**src/design/tmc_pkg.sv**
```systemverilog
/*
 * Shared constants and the state record of the timer core.
 * Assumes an AXI4-Lite master with 32-bit data and 5-bit byte addresses.
 */
package tmc_pkg;
   localparam int CNT_W = 10;
   localparam int ADDR_W = 5;

   // Register byte offsets
   localparam logic [4:0] OFS_CTRL0 = 5'h00;
   localparam logic [4:0] OFS_CTRL1 = 5'h04;
   localparam logic [4:0] OFS_CNT_LO = 5'h08;
   localparam logic [4:0] OFS_CNT_HI = 5'h0c;
   localparam logic [4:0] OFS_CMPA_LO = 5'h10;
   localparam logic [4:0] OFS_CMPA_HI = 5'h14;
   localparam logic [4:0] OFS_CTRL2 = 5'h18;
   localparam logic [4:0] OFS_STATUS = 5'h1c;

   // Field positions
   localparam int CTRL0_PAUSE = 7;
   localparam int CTRL0_CK = 4;
   localparam int CTRL0_ON = 3;
   localparam int CTRL0_RP = 0;
   localparam int CTRL1_MODE = 6;
   localparam int CTRL1_IO = 4;
   localparam int CTRL1_OC = 3;
   localparam int CTRL1_POL = 2;
   localparam int CTRL1_DPX = 1;
   localparam int CTRL1_CCLR = 0;
   localparam int CTRL2_EDGE = 0;
   localparam int CTRL2_SINGLE = 2;

   // Clock select codes
   localparam logic [2:0] CK_SYS4 = 3'h0;
   localparam logic [2:0] CK_SYS = 3'h1;
   localparam logic [2:0] CK_H16 = 3'h2;
   localparam logic [2:0] CK_H64 = 3'h3;
   localparam logic [2:0] CK_SUB0 = 3'h4;
   localparam logic [2:0] CK_SUB1 = 3'h5;
   localparam logic [2:0] CK_EXT_R = 3'h6;
   localparam logic [2:0] CK_EXT_F = 3'h7;

   // Operating modes
   localparam logic [1:0] MODE_CMP = 2'h0;
   localparam logic [1:0] MODE_CAP = 2'h1;
   localparam logic [1:0] MODE_PWM = 2'h2;
   localparam logic [1:0] MODE_TMR = 2'h3;

   localparam logic [1:0] RESP_OK = 2'h0;
   localparam logic [1:0] RESP_SLVERR = 2'h2;

   // Pin index in the synchroniser vectors
   localparam int PIN_EXT = 0;
   localparam int PIN_CAP = 1;
   localparam int PIN_SUB = 2;

   typedef struct packed {
      logic [2:0]  sync1;
      logic [2:0]  sync2;
      logic [2:0]  sync3;
      logic [2:0]  filt;
      logic [2:0]  filt_d;
      logic [5:0]  div;
      logic [CNT_W-1:0] cnt;
      logic [CNT_W-1:0] cmpa;
      logic [7:0]  hold;
      logic [7:0]  ctrl0;
      logic [7:0]  ctrl1;
      logic [2:0]  ctrl2;
      logic        on_d;
      logic        sp_run;
      logic        out;
      logic        pin;
      logic        irq_a;
      logic        irq_p;
      logic        bvalid;
      logic [1:0]  bresp;
      logic        rvalid;
      logic [31:0] rdata;
      logic [1:0]  rresp;
   } tmc_state_t;
endpackage

```
**src/design/tmc_core.sv**
```systemverilog
/*
 * Timer core: count-up counter, comparators A and P, compare/PWM output
 * pair, capture, single pulse, byte-split register access, AXI4-Lite.
 * Assumes pins reach it already routed by the pin-sharing logic.
 */
`timescale 1ns/1ps
module tmc_core (
   input  wire logic        clk,
   input  wire logic        rstn,
   input  wire logic [4:0]  s_axi_awaddr,
   input  wire logic        s_axi_awvalid,
   output logic             s_axi_awready,
   input  wire logic [31:0] s_axi_wdata,
   input  wire logic [3:0]  s_axi_wstrb,
   input  wire logic        s_axi_wvalid,
   output logic             s_axi_wready,
   output logic [1:0]       s_axi_bresp,
   output logic             s_axi_bvalid,
   input  wire logic        s_axi_bready,
   input  wire logic [4:0]  s_axi_araddr,
   input  wire logic        s_axi_arvalid,
   output logic             s_axi_arready,
   output logic [31:0]      s_axi_rdata,
   output logic [1:0]       s_axi_rresp,
   output logic             s_axi_rvalid,
   input  wire logic        s_axi_rready,
   input  wire logic        ext_clock_pin,
   input  wire logic        capture_in_pin,
   input  wire logic        sub_clock_pin,
   output logic             timer_out_pin,
   output logic             timer_out_inv_pin,
   output logic             compare_a_event,
   output logic             period_event
);
   localparam int W = tmc_pkg::CNT_W;

   tmc_pkg::tmc_state_t s_r;
   tmc_pkg::tmc_state_t s_nxt;

   logic [2:0]   rise;
   logic [2:0]   fall;
   logic         wr_hs;
   logic         rd_hs;
   logic         tick;
   logic         running;
   logic [W-1:0] nxt_cnt;
   logic         match_a;
   logic         match_p;
   logic         cap_ev;
   logic         trig;
   logic         duty_on;
   logic [2:0]   ck;
   logic [1:0]   mode;
   logic [1:0]   io;
   logic [2:0]   rp;

   function automatic logic known_addr(input logic [4:0] a);
      known_addr = (a == tmc_pkg::OFS_CTRL0) || (a == tmc_pkg::OFS_CTRL1)
         || (a == tmc_pkg::OFS_CNT_LO) || (a == tmc_pkg::OFS_CNT_HI)
         || (a == tmc_pkg::OFS_CMPA_LO) || (a == tmc_pkg::OFS_CMPA_HI)
         || (a == tmc_pkg::OFS_CTRL2) || (a == tmc_pkg::OFS_STATUS);
   endfunction

   // Byte view of a 10-bit value, upper unused bits read as zero
   function automatic logic [7:0] hi_byte(input logic [W-1:0] v);
      hi_byte = {6'h00, v[W-1:8]};
   endfunction

   assign ck = s_r.ctrl0[tmc_pkg::CTRL0_CK +: 3];
   assign rp = s_r.ctrl0[tmc_pkg::CTRL0_RP +: 3];
   assign mode = s_r.ctrl1[tmc_pkg::CTRL1_MODE +: 2];
   assign io = s_r.ctrl1[tmc_pkg::CTRL1_IO +: 2];

   // Edges of the filtered pin levels
   assign rise = s_r.filt & ~s_r.filt_d;
   assign fall = ~s_r.filt & s_r.filt_d;

   // One write accepted only with address and data together
   assign wr_hs = s_axi_awvalid & s_axi_wvalid & ~s_r.bvalid;
   assign rd_hs = s_axi_arvalid & ~s_r.rvalid;
   assign s_axi_awready = wr_hs;
   assign s_axi_wready = wr_hs;
   assign s_axi_arready = ~s_r.rvalid;

   always_comb begin
      unique case (ck)
         tmc_pkg::CK_SYS4: tick = &s_r.div[1:0];
         tmc_pkg::CK_SYS: tick = 1'b1;
         tmc_pkg::CK_H16: tick = &s_r.div[3:0];
         tmc_pkg::CK_H64: tick = &s_r.div[5:0];
         tmc_pkg::CK_SUB0,
         tmc_pkg::CK_SUB1: tick = rise[tmc_pkg::PIN_SUB];
         tmc_pkg::CK_EXT_R: tick = rise[tmc_pkg::PIN_EXT];
         tmc_pkg::CK_EXT_F: tick = fall[tmc_pkg::PIN_EXT];
      endcase
   end

   assign running = (s_r.ctrl0[tmc_pkg::CTRL0_ON] | s_r.sp_run)
      & ~s_r.ctrl0[tmc_pkg::CTRL0_PAUSE];
   assign nxt_cnt = s_r.cnt + W'(1);
   // Period on top three bits; code zero means natural overflow
   assign match_p = running & tick & (nxt_cnt[W-1 -: 3] == rp)
      & (nxt_cnt[W-4:0] == '0);
   assign match_a = running & tick & (nxt_cnt == s_r.cmpa);

   always_comb begin
      unique case (s_r.ctrl2[tmc_pkg::CTRL2_EDGE +: 2])
         2'h0: cap_ev = rise[tmc_pkg::PIN_CAP];
         2'h1: cap_ev = fall[tmc_pkg::PIN_CAP];
         default: cap_ev = rise[tmc_pkg::PIN_CAP] | fall[tmc_pkg::PIN_CAP];
      endcase
   end

   // Single pulse starts on the external pin's rising edge
   assign trig = s_r.ctrl2[tmc_pkg::CTRL2_SINGLE] & ~s_r.sp_run
      & ~s_r.ctrl0[tmc_pkg::CTRL0_ON] & rise[tmc_pkg::PIN_EXT];

   // Duty compare: A by default, P's top bits when swapped
   assign duty_on = s_r.ctrl1[tmc_pkg::CTRL1_DPX]
      ? (s_r.cnt[W-1 -: 3] < rp) : (s_r.cnt < s_r.cmpa);

   always_comb begin
      s_nxt = s_r;
      s_nxt.irq_a = 1'b0;
      s_nxt.irq_p = 1'b0;

      // Three stages; level taken once stages two and three agree
      s_nxt.sync1 = {sub_clock_pin, capture_in_pin, ext_clock_pin};
      s_nxt.sync2 = s_r.sync1;
      s_nxt.sync3 = s_r.sync2;
      for (int i = 0; i < 3; i++) begin
         if (s_r.sync2[i] == s_r.sync3[i]) begin
            s_nxt.filt[i] = s_r.sync3[i];
         end
      end
      s_nxt.filt_d = s_r.filt;
      s_nxt.div = s_r.div + 6'h01;
      s_nxt.on_d = s_r.ctrl0[tmc_pkg::CTRL0_ON];

      // Counting and clearing
      if (running & tick) begin
         s_nxt.cnt = nxt_cnt;
         if (s_r.ctrl1[tmc_pkg::CTRL1_CCLR] ? match_a : match_p) begin
            s_nxt.cnt = '0;
         end
      end
      s_nxt.irq_a = match_a;
      s_nxt.irq_p = match_p;

      unique case (mode)
         tmc_pkg::MODE_CMP: begin
            if (match_a) begin
               unique case (io)
                  2'h0: s_nxt.out = s_r.out;
                  2'h1: s_nxt.out = 1'b0;
                  2'h2: s_nxt.out = 1'b1;
                  2'h3: s_nxt.out = ~s_r.out;
               endcase
               if (s_r.sp_run) begin
                  // Pulse ends at the A match
                  s_nxt.sp_run = 1'b0;
                  s_nxt.out = ~s_r.ctrl1[tmc_pkg::CTRL1_OC];
               end
            end
         end
         tmc_pkg::MODE_CAP: begin
            if (cap_ev & running) begin
               s_nxt.cmpa = s_r.cnt;
               s_nxt.irq_a = 1'b1;
            end
         end
         tmc_pkg::MODE_PWM: begin
            unique case (io)
               2'h0: s_nxt.out = ~s_r.ctrl1[tmc_pkg::CTRL1_OC];
               2'h1: s_nxt.out = s_r.ctrl1[tmc_pkg::CTRL1_OC];
               2'h2: s_nxt.out = duty_on ? s_r.ctrl1[tmc_pkg::CTRL1_OC]
                                         : ~s_r.ctrl1[tmc_pkg::CTRL1_OC];
               2'h3: s_nxt.out = s_r.out;
            endcase
         end
         tmc_pkg::MODE_TMR: s_nxt.out = s_r.out;
      endcase

      // Turning on clears the counter and restores initial level
      if (s_r.ctrl0[tmc_pkg::CTRL0_ON] & ~s_r.on_d) begin
         s_nxt.cnt = '0;
         s_nxt.out = s_r.ctrl1[tmc_pkg::CTRL1_OC];
      end
      if (trig) begin
         s_nxt.sp_run = 1'b1;
         s_nxt.cnt = '0;
         s_nxt.out = s_r.ctrl1[tmc_pkg::CTRL1_OC];
      end

      // Pin pair from flops; polarity applied once here
      s_nxt.pin = s_nxt.out ^ s_r.ctrl1[tmc_pkg::CTRL1_POL];

      // Read side; high byte read snapshots the low byte
      if (s_r.rvalid & s_axi_rready) begin
         s_nxt.rvalid = 1'b0;
      end
      if (rd_hs) begin
         s_nxt.rvalid = 1'b1;
         s_nxt.rresp = known_addr(s_axi_araddr) ? tmc_pkg::RESP_OK
                                                : tmc_pkg::RESP_SLVERR;
         s_nxt.rdata = 32'h0000_0000;
         unique case (s_axi_araddr)
            tmc_pkg::OFS_CTRL0: s_nxt.rdata[7:0] = s_r.ctrl0;
            tmc_pkg::OFS_CTRL1: s_nxt.rdata[7:0] = s_r.ctrl1;
            tmc_pkg::OFS_CTRL2: s_nxt.rdata[2:0] = s_r.ctrl2;
            tmc_pkg::OFS_STATUS:
               s_nxt.rdata[2:0] = {s_r.sp_run, running, s_r.pin};
            tmc_pkg::OFS_CNT_LO,
            tmc_pkg::OFS_CMPA_LO: s_nxt.rdata[7:0] = s_r.hold;
            tmc_pkg::OFS_CNT_HI: begin
               s_nxt.rdata[7:0] = hi_byte(s_r.cnt);
               s_nxt.hold = s_r.cnt[7:0];
            end
            tmc_pkg::OFS_CMPA_HI: begin
               s_nxt.rdata[7:0] = hi_byte(s_r.cmpa);
               s_nxt.hold = s_r.cmpa[7:0];
            end
            default: s_nxt.rdata = 32'h0000_0000;
         endcase
      end

      // Write side; a buffer write in the same cycle wins over a snapshot
      if (s_r.bvalid & s_axi_bready) begin
         s_nxt.bvalid = 1'b0;
      end
      if (wr_hs) begin
         s_nxt.bvalid = 1'b1;
         s_nxt.bresp = known_addr(s_axi_awaddr) ? tmc_pkg::RESP_OK
                                                : tmc_pkg::RESP_SLVERR;
         if (s_axi_wstrb[0]) begin
            unique case (s_axi_awaddr)
               tmc_pkg::OFS_CTRL0: s_nxt.ctrl0 = s_axi_wdata[7:0];
               tmc_pkg::OFS_CTRL1: s_nxt.ctrl1 = s_axi_wdata[7:0];
               tmc_pkg::OFS_CTRL2: s_nxt.ctrl2 = s_axi_wdata[2:0];
               tmc_pkg::OFS_CMPA_LO:
                  s_nxt.hold = s_axi_wdata[7:0];
               tmc_pkg::OFS_CMPA_HI:
                  s_nxt.cmpa = {s_axi_wdata[W-9:0], s_r.hold};
               default: s_nxt.hold = s_nxt.hold;
            endcase
         end
      end
   end

   always_ff @(posedge clk or negedge rstn) begin
      if (!rstn) begin
         s_r <= '0;
      end else begin
         s_r <= s_nxt;
      end
   end

   assign s_axi_bvalid = s_r.bvalid;
   assign s_axi_bresp = s_r.bresp;
   assign s_axi_rvalid = s_r.rvalid;
   assign s_axi_rdata = s_r.rdata;
   assign s_axi_rresp = s_r.rresp;
   assign timer_out_pin = s_r.pin;
   assign timer_out_inv_pin = ~s_r.pin;
   assign compare_a_event = s_r.irq_a;
   assign period_event = s_r.irq_p;
endmodule

```
**config.mk**
```make
export PLATFORM = sky130hd
export DESIGN_NAME = tmc_core
export DESIGN_NICKNAME = d
export VERILOG_FILES = /design/src/design/tmc_pkg.sv /design/src/design/tmc_core.sv
export SDC_FILE = /design/constraint.sdc
export NUM_CORES = 1
export LEC_CHECK = 0
export BUFFER_PORTS_ARGS = -buffer_cell sky130_fd_sc_hd__buf_2
export CAP_MARGIN = 15
export CORE_MARGIN = 4
export CORE_UTILIZATION = 60
export DETAILED_ROUTE_END_ITERATION = 6
export GPL_TIMING_DRIVEN = 1
export PLACE_DENSITY_LB_ADDON = 0.2
export RECOVER_POWER = 50
export SLEW_MARGIN = 20
export SYNTH_ARGS = -nofsm -noshare
export SYNTH_HDL_FRONTEND = slang
export SYNTH_SLANG_ARGS = --single-unit
```
**constraint.sdc**
```tcl
create_clock -name clk -period 5.2 [get_ports clk]
set_input_delay 0.52 -clock clk [delete_from_list [all_inputs] [get_ports clk]]
set_output_delay 0.52 -clock clk [all_outputs]
set_load 0.01 [all_outputs]
```
==> results of run 1 <==
-- per-stage QoR --
stage / hold slack [ns] / setup slack, ns
finish: 0.200 / 2.24
global route: 0.235 / 2.01
CTS: 0.249 / 2.27
detailed placement: 0.336 / 2.30
global placement: 0.333 / 2.36
floorplan: 0.224 / 2.58
-- registers in the layout, indices dropped and copies added, names as in the netlist, 2 cells and up --
register     count
s_r             51
s_nxt           10
s_axi_rdata      8
ck               3
rp               3
io               2
mode             2
-- worst min-delay path by stage --
stage,startpoint,end,slack (ns),cells past startpoint
after floorplan,rstn,ck[0],0.22,0
final,rstn,period_event,0.20,1
after detailed placement,s_nxt[106],s_nxt[103],0.34,0
after global routing,ext_clock_pin,s_nxt[106],0.24,1
after global placement,s_nxt[106],s_nxt[103],0.33,0
after CTS,capture_in_pin,s_nxt[107],0.25,1
-- metal layers --
layer	part of all wire [%]	up-vias	global-route usage, %	routed length [um]
met5	0	-	0	0
met4	1.1	0	5.78	123
met3	7.8	10	3.93	892
met2	45	160	37.0	5180
met1	46	1892	36.0	5230
li1	-	1852	-	-
-- cells in the mapped netlist (4+ instances only) --
| library cell | n | area [um^2] |
|---|---|---|
| a222oi_1 | 5 | 50.1 |
| nor3_1 | 8 | 40.0 |
| nand3_1 | 13 | 65.1 |
| nand2_1 | 55 | 206 |
| ha_1 | 17 | 213 |
| nand4_1 | 4 | 25.0 |
| nand2b_1 | 7 | 43.8 |
| mux2i_1 | 11 | 110 |
| nor2b_1 | 4 | 25.0 |
| a21oi_1 | 28 | 140 |
| nor2_1 | 39 | 146 |
| a21o_1 | 6 | 45.0 |
| buf_4 | 37 | 278 |
| a211oi_1 | 4 | 30.0 |
| o21ai_0 | 42 | 210 |
| o211ai_1 | 5 | 37.5 |
| o22ai_1 | 4 | 25.0 |
| dfrtp_1 | 86 | 2150 |
| xor2_1 | 4 | 35.0 |
| buf_2 | 6 | 30.0 |
| inv_1 | 25 | 93.8 |
| mux2_2 | 17 | 191 |
| xnor2_1 | 14 | 123 |
| clkbuf_1 | 10 | 37.5 |
| a22oi_1 | 13 | 97.6 |
-- kinds of logic (layout without fill, tap and decap cells) --
family	after synthesis	in the layout	share of synthesized area (%)
muxes	28	28	6.05
buffers and inverters	81	90	9.36
AOI/OAI and AO/OA	130	130	17.1
other	1	26	0.0752
DFF	86	86	43.2
xor gates and xnor gates	19	19	3.61
and+or+nand+nor	159	159	15.7
adders and majority gates	20	20	4.87
-- where the power goes --
group,leakage (nW),switching [mW],internal [mW]
sequential,1.07,0.140,0.771
clock,0.0996,0.283,0.192
combinational,1.31,0.251,0.205
total,2.47,0.674,1.17
-- layout make-up --
class | count | area [um^2] | area share [%]
timing repair buffer | 49 | 256 | 4.85
sequential | 86 | 2150 | 40.7
multi-input combinational | 382 | 2460 | 46.6
clock buffer | 9 | 124 | 2.34
inverter | 25 | 93.8 | 1.77
tap | 102 | 128 | 2.41
clock inverter | 7 | 72.6 | 1.37
==> results by group, run 1 <==
Hold path
  • Hold Crit Class: in -> async

Setup path
  • Setup CP Type: reg -> reg
  • Crit-path cells: ha_1 > nand4_2 > or4_1 > o211ai_1 > a2111oi_4 > and4_1 > a211o_4 > nor4_1 > a21o_1
  • Family with the most delay on the worst path: simple AND/OR/NAND/NOR gates
  • CP max stage delay: 0.54 ns
  • Levels on crit path: 9
  • Critical Path End: s_r[86]
  • Reg2reg path depth: 9
  • CP Buf/Inv Count: 0
  • Critical path capture point type: flop
  • CP Launch Type: flop
  • Reg2reg end: s_r[86]
  • Crit Path Max Fanout: 15
  • CP startpoint: s_r[82]
  • Worst EP required: 5.50 ns
  • Critical Path AT: roughly 3.3 ns
  • Reg-to-Reg Start: s_r[82]
  • Critical path's slowest cell: dfrtp_1
  • Reg2reg setup slack: around 2.2 ns

Timing
  • Final Hold Fails: 0
  • Worst slew pin tran: 0.886 ns
  • Clock Skews: roughly 0.0090 ns
  • Final setup vio count: 0
  • Worst slew margin relative to its limit: between 40% and 50%
  • RSZ-0062 raised after global routing: false
  • Slew Viols, Final: 0
  • TNS Setup: 0 ns
  • Crit path time final: approximately 3.0 ns
  • Max Freq: about 340 MHz
  • Fin crit share: a little under three fifths

Clock tree
  • CTS root buf: clkbuf_8
  • CTS Sinks: 86
  • Clock insertion delay at the later pin of the skew report: between 0.3 and 0.4 ns
  • Clk slew on worst S/H paths: around 0.1 ns
  • Postcts setup bufs: 0
  • Htree depth: 3
  • CTS Buffer Depth: 2
  • CTS buffer count: 9
  • Hold_buf cts: 0
  • CTS tree: yes
  • Resize count post-CTS: 0

Global route
  • First-pass GRT wire length: roughly 19000 um
  • Total track usage: about a quarter
  • Vias in the first global route: between 3000 and 4000
  • Congestion Overflow GR: 0
  • Initial antenna violation count: 0
  • Largest net degree at the start of global routing: 87

Synthesis
  • Asr flop ratio synth: 100%
  • Cell area after synthesis: around 0.005 mm^2
  • Post-synth cell types: 63
  • Post-synthesis register bit count: 86
  • Ys flop type: dfrtp_1
  • EDFF count, synth: 0
  • Synth warn: 0
  • Synth Instances: approximately 520
  • Avg Cell Area, Syn: about 9.5 um^2
  • Seq/Total Area, Yosys: between 40% and 50%

Floorplan
  • Core area: 0.00789 mm^2
  • Die Area: a little under 0.01 mm^2
  • Die H: 99.2 um
  • Die X: around 99 um
  • Initial Utilization: approximately 63%
  • Rows: 32
  • Io pins: approximately 100

Cells and area
  • Final instance area: approximately 0.0053 mm^2
  • Number of fill cells: 669
  • Commonest non-fill, non-tap cell in the layout: dfrtp_1
  • Final non-filler cell total: 660
  • Final net count: ~630
  • Share of cells above drive strength 1: between 15 and 20%
  • Util after Layout: 67.1%
  • Ant diodes: 0
  • Area growth, synth to finish: 6.10%
  • Most frequent cells in the layout: 86 x dfrtp_1, 55 x nand2_1, 46 x buf_2

Drt
  • Vias per cell: 5.93
  • Initial DRC Count: between 200 and 300
  • Final WL: about 11000 um
  • Post-route antenna net violation count: 0
  • DRC viols: 0
  • Drt pass-1 iters: 7
  • Via count: between 3000 and 4000
  • Routed len/inst: between 15 and 20 um

Placed design
  • Post-DP Area: 0.00509 mm^2
  • Routability congestion estimate: about 0.95
  • PortBufs: 47
  • HPWL after DPL: 8430 um
  • Dpl cells: ~640

Outcome
  • Status: finished, final reports clean

Pwr
  • Leak pwr: ~2.5 nW
  • Worst VDD drop: around 0.00018 V
  • Total power: 1.84 mW
  • Power per cell area: about 350 mW/mm^2

Run
  • Max-capacitance violation count: 0
(Power assumes the default switching activity.)
==> run 2, diff against run 1 <==
--- a/config.mk
+++ b/config.mk
@@ -8,7 +8,7 @@
 export BUFFER_PORTS_ARGS = -buffer_cell sky130_fd_sc_hd__buf_2
 export CAP_MARGIN = 15
 export CORE_MARGIN = 4
-export CORE_UTILIZATION = 60
+export CORE_UTILIZATION = 50
 export DETAILED_ROUTE_END_ITERATION = 6
 export GPL_TIMING_DRIVEN = 1
 export PLACE_DENSITY_LB_ADDON = 0.2
==> constraint.sdc (replaced) <==
create_clock -name clk -period 2.7 [get_ports clk]
set_input_delay 0.27 -clock clk [delete_from_list [all_inputs] [get_ports clk]]
set_output_delay 0.27 -clock clk [all_outputs]
set_load 0.01 [all_outputs]
==> run 2 against run 1 <==
Compared with the run above: the run now ends with max-capacitance violations, max-slew violations left; via count rose by 4.5%; flip-flop and latch count is the same; final cell count increased by 9.1%; core utilization fell by 9.0 points; total power increased by 100%; setup slack got worse by 2.1 ns; sequential power is 90% higher; die area increased by 18%; clock power increased by 100%; clock skew grew 0.0028 ns; global-route usage shrank 3.3 points; critical endpoint is now s_r[87].
==> results by group, run 2 (same netlist as run 1, synthesis figures left out) <==
Outcome
  • Status: finished, violations left
  • Violated checks: max-capacitance violations, max-slew violations

Global route
  • Vias in the first global route: 3751 (+0.73%)
  • Largest net degree at the start of global routing: 87 (unchanged)
  • Total track usage: 20.8% (-3.3 points)
  • First-pass GRT wire length: 18900 um (-0.15%)
  • Congestion Overflow GR: 0 (unchanged)
  • Initial antenna violation count: 0 (unchanged)

Pwr
  • Worst VDD drop: 0.000307 V (+75%)
  • Power per cell area: 662 mW/mm^2 (+90%)
  • Share of power burned in registers: 46.3% (-3.1 points)
  • Clk network pwr share: 25.7% (about the same)
  • Reported net switching power: 1.32 mW (+96%)
  • Net Sw Frac: 35.4% (-1.2 points)
  • Leak pwr: 2.64 nW (+6.9%)
  • Logic pwr share: 28.0% (+3.2 points)
  • Internal: 2.42 mW (+110%)

Clock tree
  • CTS root buf: clkbuf_8
  • Htree depth: 3 (unchanged)
  • CTS Sinks: 86 (unchanged)
  • CTS buffer count: 9 (unchanged)
  • Clk slew on worst S/H paths: 0.09 ns (about the same)
  • Clock insertion delay at the later pin of the skew report: 0.37 ns (about the same)
  • CTS tree: yes
  • CTS Buffer Depth: 2 (unchanged)

Timing
  • Fin crit share: 95.7% (+39 points)
  • Worst hold slack: 0.0670 ns (-0.133 ns)
  • TNS Setup: 0 ns (unchanged)
  • RSZ-0062 raised after global routing: false
  • Max Freq: 387 MHz (+15%)
  • Crit path time final: 2.58 ns (-0.380 ns)
  • Final Hold Fails: 0 (unchanged)
  • Worst slew margin relative to its limit: -24.8% (-65 points)
  • Final setup vio count: 0 (unchanged)
  • Worst slew pin tran: 1.87 ns (+0.987 ns)
  • Slew Viols, Final: 87 (+87)
  • Clock Skews: 0.0118 ns (+0.00285 ns)

Setup path
  • Reg2reg path depth: 9 (unchanged)
  • Critical path capture point type: flop
  • Crit Path Max Fanout: 8 (-7)
  • CP max stage delay: 0.42 ns (-0.12 ns)
  • Setup CP Type: reg -> reg
  • Critical path's slowest cell: dfrtp_1
  • Worst EP required: 2.95 ns (-2.55 ns)
  • CP Launch Type: flop
  • Crit-path cells: buf_4 > and3_4 > a31oi_1 > or3_4 > a2111oi_4 > and4_4 > a211o_4 > nor3_1 > a211o_1
  • Critical Path AT: 2.84 ns (-0.43 ns)
  • CP Buf/Inv Count: 1 (+1)
  • Levels on crit path: 9 (unchanged)
  • Family with the most delay on the worst path: simple AND/OR/NAND/NOR gates

Floorplan
  • Core area: 0.00973 mm^2 (+23%)
  • Die X: 108 um (+8.8%)
  • Initial Utilization: 51.2% (-12 points)
  • Io pins: 101 (unchanged)
  • Die Area: 0.0116 mm^2 (+18%)
  • Die H: 108 um (+8.8%)
  • Rows: 36 (+13%)

Cells and area
  • Share of cells above drive strength 1: 21.3% (+4.8 points)
  • Number of fill cells: 869 (+30%)
  • Ant diodes: 0 (unchanged)
  • Max reg flops: 51 (unchanged)
  • Area growth, synth to finish: 13.3%
  • Most frequent cells in the layout: 84 x dfrtp_1, 55 x nand2_1, 46 x buf_2
  • Final net count: 655 (+4.6%)
  • Biggest register: s_r
  • Commonest non-fill, non-tap cell in the layout: dfrtp_1

Run
  • Max-capacitance violation count: 1 (+1)

Placed design
  • Routability congestion estimate: 0.947 (about the same)
  • PortBufs: 47 (unchanged)
  • HPWL after DPL: 8560 um (+1.6%)

Drt
  • Via count: 4090 (+4.5%)
  • Routed len/inst: 16.2 um (-6.5%)
  • Vias per cell: 5.68 (-4.2%)
  • Drt pass-1 iters: 7 (unchanged)
  • Final WL: 11700 um (+2.0%)
  • Initial DRC Count: 285 (+7.5%)
  • Post-route antenna net violation count: 0 (unchanged)
  • DRC viols: 0 (unchanged)

Hold path
  • Hold Crit Class: in -> reg
  • Hold path depth: 2
[run 2: cell types whose count changed in the layout (fill, tap and decap cells not counted), sizes merged, moves of 2 or more]
cell | previous run | this run
clkbuf | 9 | 11
inv | 31 | 28
dlygate4sd3 | 0 | 4
buf | 49 | 71
[run 2: cell type report]
class	count	area, um^2	share of cell area (%)
Sequential cell	86	2150	38.1
Multi-Input combinational cell	383	2550	45.2
Clock inverter	7	90.1	1.60
Clock buffer	9	124	2.19
Inverter	25	93.8	1.66
Timing Repair Buffer	77	465	8.24
Tap cell	133	166	2.95
[run 2: repair_timing]
| action | 4_1_cts | 5_1_grt |
|---|---|---|
| gates resized for setup | 1 | 15 |
| pin swaps | 0 | 5 |
| setup buffers | 0 | 3 |
| gates cloned | 0 | 1 |
| setup endpoints to repair | 2 | 8 |
| hold buffers | 3 | 1 |
| hold endpoints to repair | 3 | 7 |
[run 2: stage by stage]
step | util (%) | power (mW) | std cells | area [um^2] | setup WS [ns]
after floorplan | - | 2.40 | 549 | 5080 | 0.0844
after global placement | 54.3 | 2.67 | 696 | 5280 | 0.0956
after detailed placement | 54.3 | 2.70 | 696 | 5280 | 0.0329
after CTS | 56.8 | 3.67 | 715 | 5530 | 0.0339
after global routing | 58.1 | 3.99 | 720 | 5650 | 0.00911
final | 58.1 | 3.74 | 720 | 5650 | 0.116
[run 2: final timing paths]
kind / startpoint / to / slack (ns)
min in group asynchronous: rstn / s_r[91] / 0.96
max in group asynchronous: rstn / s_r[83] / 0.49
hold reg to reg: s_nxt[107] / s_nxt[104] / 0.36
hold / removal: s_axi_bready / s_axi_bvalid / 0.07
setup / recovery: s_r[81] / s_r[87] / 0.12
setup reg to reg: s_r[81] / s_r[87] / 0.12
[run 2: worst reg2reg max path: cells and delay by family, from the launching register on]
family | cells | cell delay, ns
flip-flops | 1 | 0.42
buffers and inverters | 1 | 0.19
AO/OA/AOI/OAI | 4 | 0.90
AND/OR/NAND/NOR | 4 | 0.96
[run 2: per-layer routing]
layer | part of all wire (%) | global-route usage (%) | wire, um | vias to the layer above
li1 | - | - | - | 1924
met1 | 46 | 29.3 | 5320 | 1957
met2 | 43 | 30.4 | 5010 | 186
met3 | 8.4 | 4.98 | 978 | 23
met4 | 3.0 | 9.02 | 346 | 0
met5 | 0 | 0 | 0 | -
[run 2: power groups by stage]
stage | Sequential (mW) | Clock [mW] | Combinational, mW
finish | 1.73 | 0.962 | 1.05
global route | 1.76 | 1.05 | 1.18
CTS | 1.72 | 0.990 | 0.968
detailed placement | 1.74 | 0 | 0.959
global placement | 1.73 | 0 | 0.935
floorplan | 1.68 | 0 | 0.725
